### src/rtl/elfn_pkg.sv
// Package for the error-log register group: offsets, field layouts and reset values.
// Assumes configuration accesses by dword address with byte enables.
package elfn_pkg;
  localparam int ELFN_ADDR_W = 8;
  // Register offsets (byte addresses in configuration space)
  localparam logic [7:0] ELFN_OFS_GLOBAL_NEXT = 8'h44;
  localparam logic [7:0] ELFN_OFS_HUB_A_FIRST = 8'h50;
  localparam logic [7:0] ELFN_OFS_HUB_A_NEXT = 8'h52;
  localparam logic [7:0] ELFN_OFS_CTRL_IRQ_EN = 8'h58;
  localparam logic [7:0] ELFN_OFS_MGMT_IRQ_EN = 8'h5A;
  // Global flag positions
  localparam int ELFN_GBIT_DRAM = 18;
  localparam int ELFN_GBIT_HUB_A = 17;
  localparam int ELFN_GBIT_SYSBUS = 16;
  localparam int ELFN_GBIT_HUB_D = 4;
  localparam int ELFN_GBIT_HUB_C = 3;
  localparam int ELFN_GBIT_HUB_B = 2;
  localparam logic [31:0] ELFN_GLOBAL_MASK = 32'h0007001C;
  localparam logic [31:0] ELFN_DEV0_GROUP = 32'h00070000;
  // Hub link A flag positions
  localparam int ELFN_ABIT_TABORT = 6;
  localparam int ELFN_ABIT_DPAR = 4;
  localparam int ELFN_ABIT_APAR = 0;
  localparam logic [7:0] ELFN_HUB_A_MASK = 8'h51;
  // Reset values
  localparam logic [31:0] ELFN_GLOBAL_NEXT_RST = 32'h00000000;
  localparam logic [7:0] ELFN_HUB_A_RST = 8'h00;
  localparam logic [7:0] ELFN_IRQ_EN_RST = 8'h00;
endpackage

### src/rtl/elfn_error_log.sv
// Error-log register group: global next-error flags, hub link A first/next flags,
// control and management interrupt enables, and their interrupt requests.
// Assumes error events are single-cycle pulses from logic on clk_sys_in, and the
// global first-error register lives elsewhere and is presented on global_first_error_in.
`timescale 1ns/100ps
`default_nettype none
module elfn_error_log
  import elfn_pkg::*;
(
  input wire logic clk_sys_in,
  input wire logic sys_rst_in,
  input wire logic pwr_rst_in,
  input wire logic cfg_wr_en_in,
  input wire logic cfg_rd_en_in,
  input wire logic [ELFN_ADDR_W-1:0] cfg_addr_in,
  input wire logic [3:0] cfg_be_in,
  input wire logic [31:0] cfg_wdata_in,
  output logic [31:0] cfg_rdata_out,
  output logic cfg_rd_valid_out,
  input wire logic [31:0] global_first_error_in,
  input wire logic dram_err_in,
  input wire logic sysbus_err_in,
  input wire logic hub_link_b_err_in,
  input wire logic hub_link_c_err_in,
  input wire logic hub_link_d_err_in,
  input wire logic hub_a_target_abort_in,
  input wire logic hub_a_data_par_in,
  input wire logic hub_a_addr_par_in,
  input wire logic system_error_enable_in,
  output logic control_interrupt_out,
  output logic management_interrupt_out,
  output logic system_error_out
);

  logic [31:0] global_next_q;
  logic [31:0] global_next_d;
  logic [7:0] hub_a_first_q;
  logic [7:0] hub_a_first_d;
  logic [7:0] hub_a_next_q;
  logic [7:0] hub_a_next_d;
  logic [7:0] ctrl_en_q;
  logic [7:0] mgmt_en_q;
  logic [31:0] rdata_q;
  logic rd_valid_q;
  logic ctrl_irq_q;
  logic mgmt_irq_q;
  logic serr_q;

  logic [5:0] dw_addr;
  logic wr_dw_44;
  logic wr_dw_50;
  logic wr_dw_58;
  logic hit_44;
  logic hit_50;
  logic hit_58;
  logic [31:0] global_clr;
  logic [7:0] first_clr;
  logic [7:0] next_clr;
  logic [7:0] hub_a_evt;
  logic [7:0] hub_a_pick;
  logic [31:0] global_evt;
  logic [31:0] global_block;
  logic [31:0] global_set;
  logic [7:0] first_left;
  logic first_free;
  logic first_held;
  logic [31:0] lane_mask;
  logic [31:0] wr_ones;
  logic [31:0] global_rise;
  logic [7:0] hub_a_flags;
  logic [31:0] rd_mux;

  // Two low address bits are ignored; every register sits in a whole dword, and
  // a narrower register is picked out by its byte lane
  assign dw_addr = cfg_addr_in[7:2];
  assign hit_44 = (dw_addr == ELFN_OFS_GLOBAL_NEXT[7:2]);
  assign hit_50 = (dw_addr == ELFN_OFS_HUB_A_FIRST[7:2]);
  assign hit_58 = (dw_addr == ELFN_OFS_CTRL_IRQ_EN[7:2]);
  assign wr_dw_44 = cfg_wr_en_in && hit_44;
  assign wr_dw_50 = cfg_wr_en_in && hit_50;
  assign wr_dw_58 = cfg_wr_en_in && hit_58;

  // Only ones in enabled byte lanes clear; a disabled lane or a zero bit leaves the flag alone
  assign lane_mask = {{8{cfg_be_in[3]}}, {8{cfg_be_in[2]}}, {8{cfg_be_in[1]}}, {8{cfg_be_in[0]}}};
  assign wr_ones = cfg_wdata_in & lane_mask;
  assign global_clr = wr_dw_44 ? wr_ones : 32'h00000000;
  assign first_clr = wr_dw_50 ? wr_ones[7:0] : 8'h00;
  assign next_clr = wr_dw_50 ? wr_ones[23:16] : 8'h00;

  always_comb begin
    hub_a_evt = 8'h00;
    hub_a_evt[ELFN_ABIT_TABORT] = hub_a_target_abort_in;
    hub_a_evt[ELFN_ABIT_DPAR] = hub_a_data_par_in;
    hub_a_evt[ELFN_ABIT_APAR] = hub_a_addr_par_in;
  end

  // Fixed priority when several errors arrive together: address/command, then data,
  // then abort; the losers are not dropped but land in the next-error register
  always_comb begin
    hub_a_pick = 8'h00;
    if (hub_a_evt[ELFN_ABIT_APAR]) begin
      hub_a_pick[ELFN_ABIT_APAR] = 1'b1;
    end else if (hub_a_evt[ELFN_ABIT_DPAR]) begin
      hub_a_pick[ELFN_ABIT_DPAR] = 1'b1;
    end else if (hub_a_evt[ELFN_ABIT_TABORT]) begin
      hub_a_pick[ELFN_ABIT_TABORT] = 1'b1;
    end
  end

  // A slot cleared by a write in this cycle counts as free, so a new error takes it
  assign first_left = hub_a_first_q & ~first_clr;
  assign first_free = (first_left == 8'h00);

  always_comb begin
    if (first_free) begin
      hub_a_first_d = hub_a_pick;
    end else begin
      hub_a_first_d = first_left;
    end
  end

  // Set wins over a clear of the same bit in the same cycle
  always_comb begin
    if (first_free) begin
      hub_a_next_d = (hub_a_next_q & ~next_clr) | (hub_a_evt & ~hub_a_pick);
    end else begin
      hub_a_next_d = (hub_a_next_q & ~next_clr) | hub_a_evt;
    end
  end

  always_comb begin
    global_evt = 32'h00000000;
    global_evt[ELFN_GBIT_DRAM] = dram_err_in;
    global_evt[ELFN_GBIT_HUB_A] = |hub_a_evt;
    global_evt[ELFN_GBIT_SYSBUS] = sysbus_err_in;
    global_evt[ELFN_GBIT_HUB_D] = hub_link_d_err_in;
    global_evt[ELFN_GBIT_HUB_C] = hub_link_c_err_in;
    global_evt[ELFN_GBIT_HUB_B] = hub_link_b_err_in;
  end

  // First-error register counts as held when any of its valid flags is set
  assign first_held = ((global_first_error_in & ELFN_GLOBAL_MASK) != 32'h00000000);

  // A device-internal first error (bits 18..16) blocks the whole group, but other
  // links still log so their later faults are not lost
  always_comb begin
    global_block = global_first_error_in & ELFN_GLOBAL_MASK;
    if ((global_first_error_in & ELFN_DEV0_GROUP) != 32'h00000000) begin
      global_block = global_block | ELFN_DEV0_GROUP;
    end
  end

  // Only errors after the first one is held are next errors
  assign global_set = first_held ? (global_evt & ~global_block) : 32'h00000000;

  // Set wins over a clear in the same cycle
  assign global_next_d = ((global_next_q & ~global_clr) | global_set) & ELFN_GLOBAL_MASK;
  assign global_rise = global_next_d & ~global_next_q;

  // Sticky flags: only power-up reset clears them, so an ordinary reset leaves
  // the error history readable for the handler that runs after it
  always_ff @(posedge clk_sys_in or posedge pwr_rst_in) begin
    if (pwr_rst_in) begin
      global_next_q <= ELFN_GLOBAL_NEXT_RST;
    end else begin
      global_next_q <= global_next_d;
    end
  end

  always_ff @(posedge clk_sys_in or posedge pwr_rst_in) begin
    if (pwr_rst_in) begin
      hub_a_first_q <= ELFN_HUB_A_RST;
    end else begin
      hub_a_first_q <= hub_a_first_d & ELFN_HUB_A_MASK;
    end
  end

  always_ff @(posedge clk_sys_in or posedge pwr_rst_in) begin
    if (pwr_rst_in) begin
      hub_a_next_q <= ELFN_HUB_A_RST;
    end else begin
      hub_a_next_q <= hub_a_next_d & ELFN_HUB_A_MASK;
    end
  end

  // Enables are not sticky: an ordinary reset disarms the control and management requests
  // until software programs them again
  always_ff @(posedge clk_sys_in or posedge sys_rst_in) begin
    if (sys_rst_in) begin
      ctrl_en_q <= ELFN_IRQ_EN_RST;
    end else if (wr_dw_58 && cfg_be_in[0]) begin
      ctrl_en_q <= cfg_wdata_in[7:0] & ELFN_HUB_A_MASK;
    end
  end

  // Same bit layout as the control enables, in the upper half of the dword
  always_ff @(posedge clk_sys_in or posedge sys_rst_in) begin
    if (sys_rst_in) begin
      mgmt_en_q <= ELFN_IRQ_EN_RST;
    end else if (wr_dw_58 && cfg_be_in[2]) begin
      mgmt_en_q <= cfg_wdata_in[23:16] & ELFN_HUB_A_MASK;
    end
  end

  // Unmapped dwords read zero
  always_comb begin
    rd_mux = 32'h00000000;
    case (dw_addr)
      ELFN_OFS_GLOBAL_NEXT[7:2]: begin
        rd_mux = global_next_q;
      end
      ELFN_OFS_HUB_A_FIRST[7:2]: begin
        rd_mux = {8'h00, hub_a_next_q, 8'h00, hub_a_first_q};
      end
      ELFN_OFS_CTRL_IRQ_EN[7:2]: begin
        rd_mux = {8'h00, mgmt_en_q, 8'h00, ctrl_en_q};
      end
      default: begin
        rd_mux = 32'h00000000;
      end
    endcase
  end

  // Read data holds until the next read, so a slow consumer may sample it late
  always_ff @(posedge clk_sys_in or posedge sys_rst_in) begin
    if (sys_rst_in) begin
      rdata_q <= 32'h00000000;
    end else if (cfg_rd_en_in) begin
      rdata_q <= rd_mux;
    end
  end

  // One-cycle strobe: a read is answered exactly one edge after it is taken
  always_ff @(posedge clk_sys_in or posedge sys_rst_in) begin
    if (sys_rst_in) begin
      rd_valid_q <= 1'b0;
    end else begin
      rd_valid_q <= cfg_rd_en_in;
    end
  end

  // Requests follow registered flags, so they rise the cycle after a flag sets.
  // Software is trusted to enable only one message type per flag; nothing here arbitrates.
  assign hub_a_flags = hub_a_first_q | hub_a_next_q;

  always_ff @(posedge clk_sys_in or posedge sys_rst_in) begin
    if (sys_rst_in) begin
      ctrl_irq_q <= 1'b0;
    end else begin
      ctrl_irq_q <= |(hub_a_flags & ctrl_en_q);
    end
  end

  always_ff @(posedge clk_sys_in or posedge sys_rst_in) begin
    if (sys_rst_in) begin
      mgmt_irq_q <= 1'b0;
    end else begin
      mgmt_irq_q <= |(hub_a_flags & mgmt_en_q);
    end
  end

  // One pulse per cycle with a rising flag; a flag that is already set raises
  // nothing more until software clears it
  always_ff @(posedge clk_sys_in or posedge sys_rst_in) begin
    if (sys_rst_in) begin
      serr_q <= 1'b0;
    end else begin
      serr_q <= system_error_enable_in && (global_rise != 32'h00000000);
    end
  end

  assign cfg_rdata_out = rdata_q;
  assign cfg_rd_valid_out = rd_valid_q;
  assign control_interrupt_out = ctrl_irq_q;
  assign management_interrupt_out = mgmt_irq_q;
  assign system_error_out = serr_q;

endmodule
`default_nettype wire

### config.mk
export PLATFORM = sky130hd
export DESIGN_NAME = elfn_error_log
export DESIGN_NICKNAME = d
export VERILOG_FILES = /design/src/rtl/elfn_pkg.sv /design/src/rtl/elfn_error_log.sv
export SDC_FILE = /design/constraint.sdc
export NUM_CORES = 1
export LEC_CHECK = 0
export BUFFER_PORTS_ARGS = -buffer_cell sky130_fd_sc_hd__buf_2
export CORE_ASPECT_RATIO = 1.75
export CORE_MARGIN = 2
export CORE_UTILIZATION = 29
export DETAILED_ROUTE_END_ITERATION = 12
export PLACE_DENSITY = 0.7
export SLEW_MARGIN = 20
export SYNTH_ARGS = -nofsm -noshare
export SYNTH_HDL_FRONTEND = slang
export SYNTH_SLANG_ARGS = --single-unit
### constraint.sdc
create_clock -name clk_sys_in -period 1.6 [get_ports clk_sys_in]
set_clock_uncertainty 0.2 [all_clocks]
set_input_delay 0.16 -clock clk_sys_in [delete_from_list [all_inputs] [get_ports clk_sys_in]]
set_output_delay 0.16 -clock clk_sys_in [all_outputs]
set_load 0.01 [all_outputs]
Word-level counts from Yosys, hierarchy flattened --
Index checks and enable logic that the tools add are counted.
Operators by class: equal/unequal tests 3, mux-type cells 14, bitwise logic cells 19, reduce and logical (&&, ||, !) cells 13
Operators with widths (number):
- nonzero test 32 bit | 3
- one-hot mux 23 bit (3 select lines) | 1
- 2-to-1 mux 19 bit | 3
- AND 19 bit | 2
- inverter 19 bit | 2
- AND 19 x 32 -> 32 bit | 1
- inverter 19 -> 32 bit | 1
- AND 7 bit | 4
- AND 23 bit | 1
- 2-to-1 mux 7 bit | 3
- bitwise OR 7 bit | 3
- bitwise OR 19 bit | 1
- == test 6 x 5 -> 1 bit (second input constant) | 3
- OR reduction 8 bit | 2
- inverter 7 bit | 2
- AND 7 x 8 -> 8 bit | 1
- logical NOT 8 bit | 1
- 2-to-1 mux 8 bit | 1
- inverter 8 bit | 1
- logical AND 1 bit | 6
- 2-to-1 mux 1 bit | 6
- OR reduction 3 bit | 1
Word-level totals: register bits 54, bits of input ports 90, output and inout bits 36, word-level logic and storage cells 59

Logic depth before layout (Yosys ltp) --
word-level depth 9, depth in mapped cells 5, gate-level depth less buffers 4

Worst setup path after synthesis --
OpenSTA, ideal clock, no wires.
kind input to register, from in cfg_addr_in[5], to reg hub_a_next_q[6], library setup time 121 ps, arrival time 1335 ps, data required time 1279 ps, path slack -56 ps, stages 4, buffers on the path 0, cells stage by stage nor3b_4 a41oi_2 or4b_1 a22o_1
On the way: longest elaborated chain between the ends 7, elaborated cells between the ends (all ways) 12
RTL lines:
- start: declaration | RTL line elfn_error_log.sv:15 | input wire logic [ELFN_ADDR_W-1:0] cfg_addr_in,
- == test 6 x 5 -> 1 bit (*) | RTL line elfn_error_log.sv:77 | assign hit_50 = (dw_addr == ELFN_OFS_HUB_A_FIRST[7:2]);
- logical AND 1 bit (*) | RTL line elfn_error_log.sv:80 | assign wr_dw_50 = cfg_wr_en_in && hit_50;
- 2-to-1 mux 8 bit or 2-to-1 mux 7 bit (tied branches) | RTL line elfn_error_log.sv:87, elfn_error_log.sv:88
- inverter 8 bit or inverter 7 bit (tied branches) | RTL line elfn_error_log.sv:111, elfn_error_log.sv:125, elfn_error_log.sv:127
- AND 7 x 8 -> 8 bit or AND 7 bit (tied branches) | RTL line elfn_error_log.sv:111, elfn_error_log.sv:125, elfn_error_log.sv:127
- logical NOT 8 bit, or another cell as far along | RTL line elfn_error_log.sv:112 | assign first_free = (first_left == 8'h00);
- 2-to-1 mux 7 bit (*) | RTL line elfn_error_log.sv:124 | if (first_free) begin
- via hub_a_next_d[6] | RTL line elfn_error_log.sv:40 | logic [7:0] hub_a_next_d;
- end signal: assignment | RTL line elfn_error_log.sv:182 | hub_a_next_q <= hub_a_next_d & ELFN_HUB_A_MASK;
- end: declaration | RTL line elfn_error_log.sv:39 | logic [7:0] hub_a_next_q;
Mark *: on every way through the listed nets, which the timed path passes. The rest lies on a longest branch. A chain may end at the register's enable or synchronous reset.

Final worst setup path --
from in cfg_addr_in[7], to reg hub_a_next_q[6]
The elaborated chain is that of the path after synthesis.

==> results.txt <==
----------------------------------------------------
[Outcome]
  Outcome ... finished clean

[Synth]
  Netlist cell types ... 36
  Proportion of register bits with asynchronous set or reset after synthesis ... 100%
  Cell with the most instances after synthesis ... dfrtp_1
  Number of synthesized register bits ... 32
  Synthesis Warnings ... 0
  Synth top cells by count ... 32 x dfrtp_1, 22 x buf_4, 20 x inv_1, 15 x nand3_1, 10 x o21ai_0
  Portion of synthesized cell area occupied by the leading cell type ... 46.6%
  Instance count of the mapped netlist ... 171
  Average footprint of a synthesized cell ... 10.0 sq um
  Count of flip-flops with a built-in enable after synthesis ... 0
  Total standard cell area after synthesis ... 1720 sq um
  Largest cells by area after synthesis ... dfrtp_1 47%, buf_4 9.6%, inv_1 4.4%
  Register area share after synthesis ... 46.6%
  Biggest area consumer among synthesized cells ... dfrtp_1
  Synth Flop Type ... dfrtp_1

[Critical path]
  Worst path max stage delay ... roughly 0.54 ns
  Capture point of the critical path ... hub_a_next_q[6]
  Register-to-Register Path Depth ... 4
  Arrival time reported for the critical path endpoint ... 1.56 ns
  Origin of the worst setup path ... cfg_addr_in[7]
  Startpoint class of the critical path ... primary input
  Crit-path slowest cell ... or4b_1
  Kind of end point of the critical path ... flip-flop
  Critical path class ... primary input to flip-flop
  Register-to-register setup slack ... 0.02 ns
  Cell Chain, Critical Path ... buf_6 > nor3b_4 > a41oi_2 > or4b_1 > a22o_1
  Required time reported for the critical path endpoint ... 1.57 ns
  Capture instance of the worst register-to-register path ... hub_a_next_q[6]
  Highest fanout seen on the critical path ... 7
  Startpoint of the worst-slack reg-to-reg timing path ... hub_a_first_q[0]

[Route]
  Number of iterations in the first detailed-routing pass ... 6
  Final wirelength ... 4.61 mm
  Via density ... 4.64
  DRT antenna net count ... 0
  DRC violation count after routing ... 0
  Detailed Route Iter0 Violations ... 42
  Via count ... 1,567
  Routed length per instance ... 13.6 um

[Die]
  Full die area ... 6580 sq um
  Vertical extent of the die ... about 110 um
  Initial core utilization ... 29.7%
  I/O pin count ... 126
  Area of the placeable core ... 5790 sq um
  Number of placement rows ... 37
  Die boundary width ... 62.2 um

[Clocking]
  Sink Count ... 32
  Max clock buf depth ... 2
  H-tree lvl count ... 2
  CTS clock-pin slew for the worst setup and hold paths ... 0.07 ns
  Inserted Clock Buffers ... 5
  Buffer type at the clock tree root ... clkbuf_8
  CTS tree ... done
  Latest clock arrival within the worst-skew pair ... 0.28 ns

[Final layout]
  Non-Filler Instances ... 338
  Total area of multi-input combinational cells ... around 740 sq um
  Summed area of non-filler cells in the final layout ... 2420 sq um
  Layout area overhead ... 40.9%
  Final standard cell utilization of the core ... approximately two fifths
  N_diodes ... 0
  Number of filler cells placed in the layout ... just under 600
  Fraction of final layout cells sized beyond drive strength 1 ... a little under a third
  Register Area ... 801 sq um
  Nets ... 350

[Timing]
  Remaining max-slew budget at the tightest pin ... 65.7%
  Fmax ... 631 MHz
  Time the worst path needs with I/O delays and setup ... 1.58 ns
  Setup violation total in the final timing report ... 0
  Count of pins over their slew limit ... 0
  Worst path setup slack after routing ... 0.0154 ns
  Unrepaired setup endpoints after global routing ... yes
  Crit share post-route ... 99.0%
  Setup TNS ... 0 ns
  Hold WS ... 0.0108 ns
  Endpoints failing hold ... 0
  Worst-margin pin slew ... 0.514 ns

[Global route]
  Number of antenna violations at the first check in global routing ... 0
  Pin count of the biggest net entering global routing ... 21
  Global-route wire length before repair ... 7.27 mm
  Total GRT Usage ... ~14%
  Global route overflow ... 0
  Number of global-route vias before repair ... 1,525

[Pwr]
  Design Power ... 1.83 mW
  PD cells ... around 760 nW/um^2
  Total leakage power ... approximately 1.1 nW
  Peak supply drop ... about 0.38 mV

[Placed design]
  Total of buffers placed on input and output ports ... 51
  Cells after DPL ... 309
  Gpl congestion ... between 0.8 and 0.9
  Dpl ws ... -0.282 ns
  Cell Area, Placed ... about 2100 sq um
  Placed wire-length estimate after detailed placement ... ~3.4 mm

[Run]
  Max Cap Viol ... 0

[Worst hold path]
  Hold crit path type ... primary input to flip-flop

----------------------------------------------------
[report_power, final]
part	leakage, nW	total (mW)	switching (mW)	internal, mW
registers	0.381	0.874	0.0257	0.848
clock network	0.0503	0.659	0.277	0.382
logic	0.712	0.299	0.152	0.147
total	1.14	1.83	0.454	1.38
[metal layers]
metal	vias up	global-route usage (%)	part of all wire, %	wire (um)
met1	752	14.3	33	1540
met2	61	27.3	58	2690
met4	0	7.94	3.5	163
met5	-	0	0	0
li1	738	-	-	-
met3	16	2.35	4.6	214
[worst min-delay path by stage]
stage                              from  cells after the start  slack (ns)           endpoint
2_1_floorplan                pwr_rst_in                      1       -0.18  global_next_q[16]
3_3_place_gp                 sys_rst_in                      3      -0.005   cfg_rdata_out[3]
3_5_place_dp                 sys_rst_in                      3      -0.003   cfg_rdata_out[3]
4_1_cts        global_first_error_in[2]                      3       0.002   global_next_q[2]
5_1_grt        global_first_error_in[3]                      3        0.02   global_next_q[3]
6_report       global_first_error_in[3]                      3        0.01   global_next_q[3]
[logic make-up after synthesis]
kind of cell           count (synthesis)  share of synthesized area [%]
other                                  1                          0.218
AOI/OAI and AO/OA                     41                           18.1
DFF                                   32                           46.6
and+or+nand+nor                       43                           15.7
muxes                                  6                           3.93
buffers and inverters                 48                           15.4
[area by class of cell]
cell class	count	area share, %
multi-input cells	112	30.8
flip-flops and latches	32	33.1
inverters	20	3.10
well taps	78	4.03
repair buffers	89	25.0
clock buffers	7	3.98
[cells in the final DEF (no fill, tap or decap)]
cell type,instances
or2_1,1
inv_1,18
nor2_1,3
buf_2,49
nor3b_1,4
clkbuf_8,7
a22o_1,6
or3_1,2
conb_1,22
a222oi_1,2
nor3b_4,2
a21o_1,1
o22ai_1,7
nand2_1,1
mux2_1,6
a31o_1,1
nor3_1,2
a22oi_1,4
buf_4,17
a21boi_1,1
buf_6,2
and2_1,6
nor4b_1,1
o21ai_1,1
nor2b_1,3
o211ai_1,1
a41oi_2,3
inv_2,2
or4_1,1
o21ai_0,10
nand3_1,15
dfrtp_1,32
o31ai_1,1
or4b_1,1
dlygate4sd3_1,21
and3_1,1
a32o_1,3
[worst max-delay path, delay by kind of cell]
kind	cells	cell delay (ns)
AO/OA/AOI/OAI	2	0.43
buffers and inverters	1	0.10
AND/OR/NAND/NOR	2	0.86
[state kept, by name, indices dropped and copies added, names as in the netlist]
name	count
management_interrupt_out	1
ctrl_en_q	3
cfg_rd_valid_out	1
hub_a_first_q	3
mgmt_en_q	3
control_interrupt_out	1
global_next_q	6
cfg_rdata_out	10
hub_a_next_q	3
system_error_out	1
[timing repair]
action / 4_1_cts / 5_1_grt
hold buffers: 21 / 0
endpoints found under the hold margin: 50 / 0
resized for setup: 0 / 5
buffers inserted: 0 / 1
setup endpoints to repair: 0 / 3
Note: power is estimated with default switching activity, not from simulation.
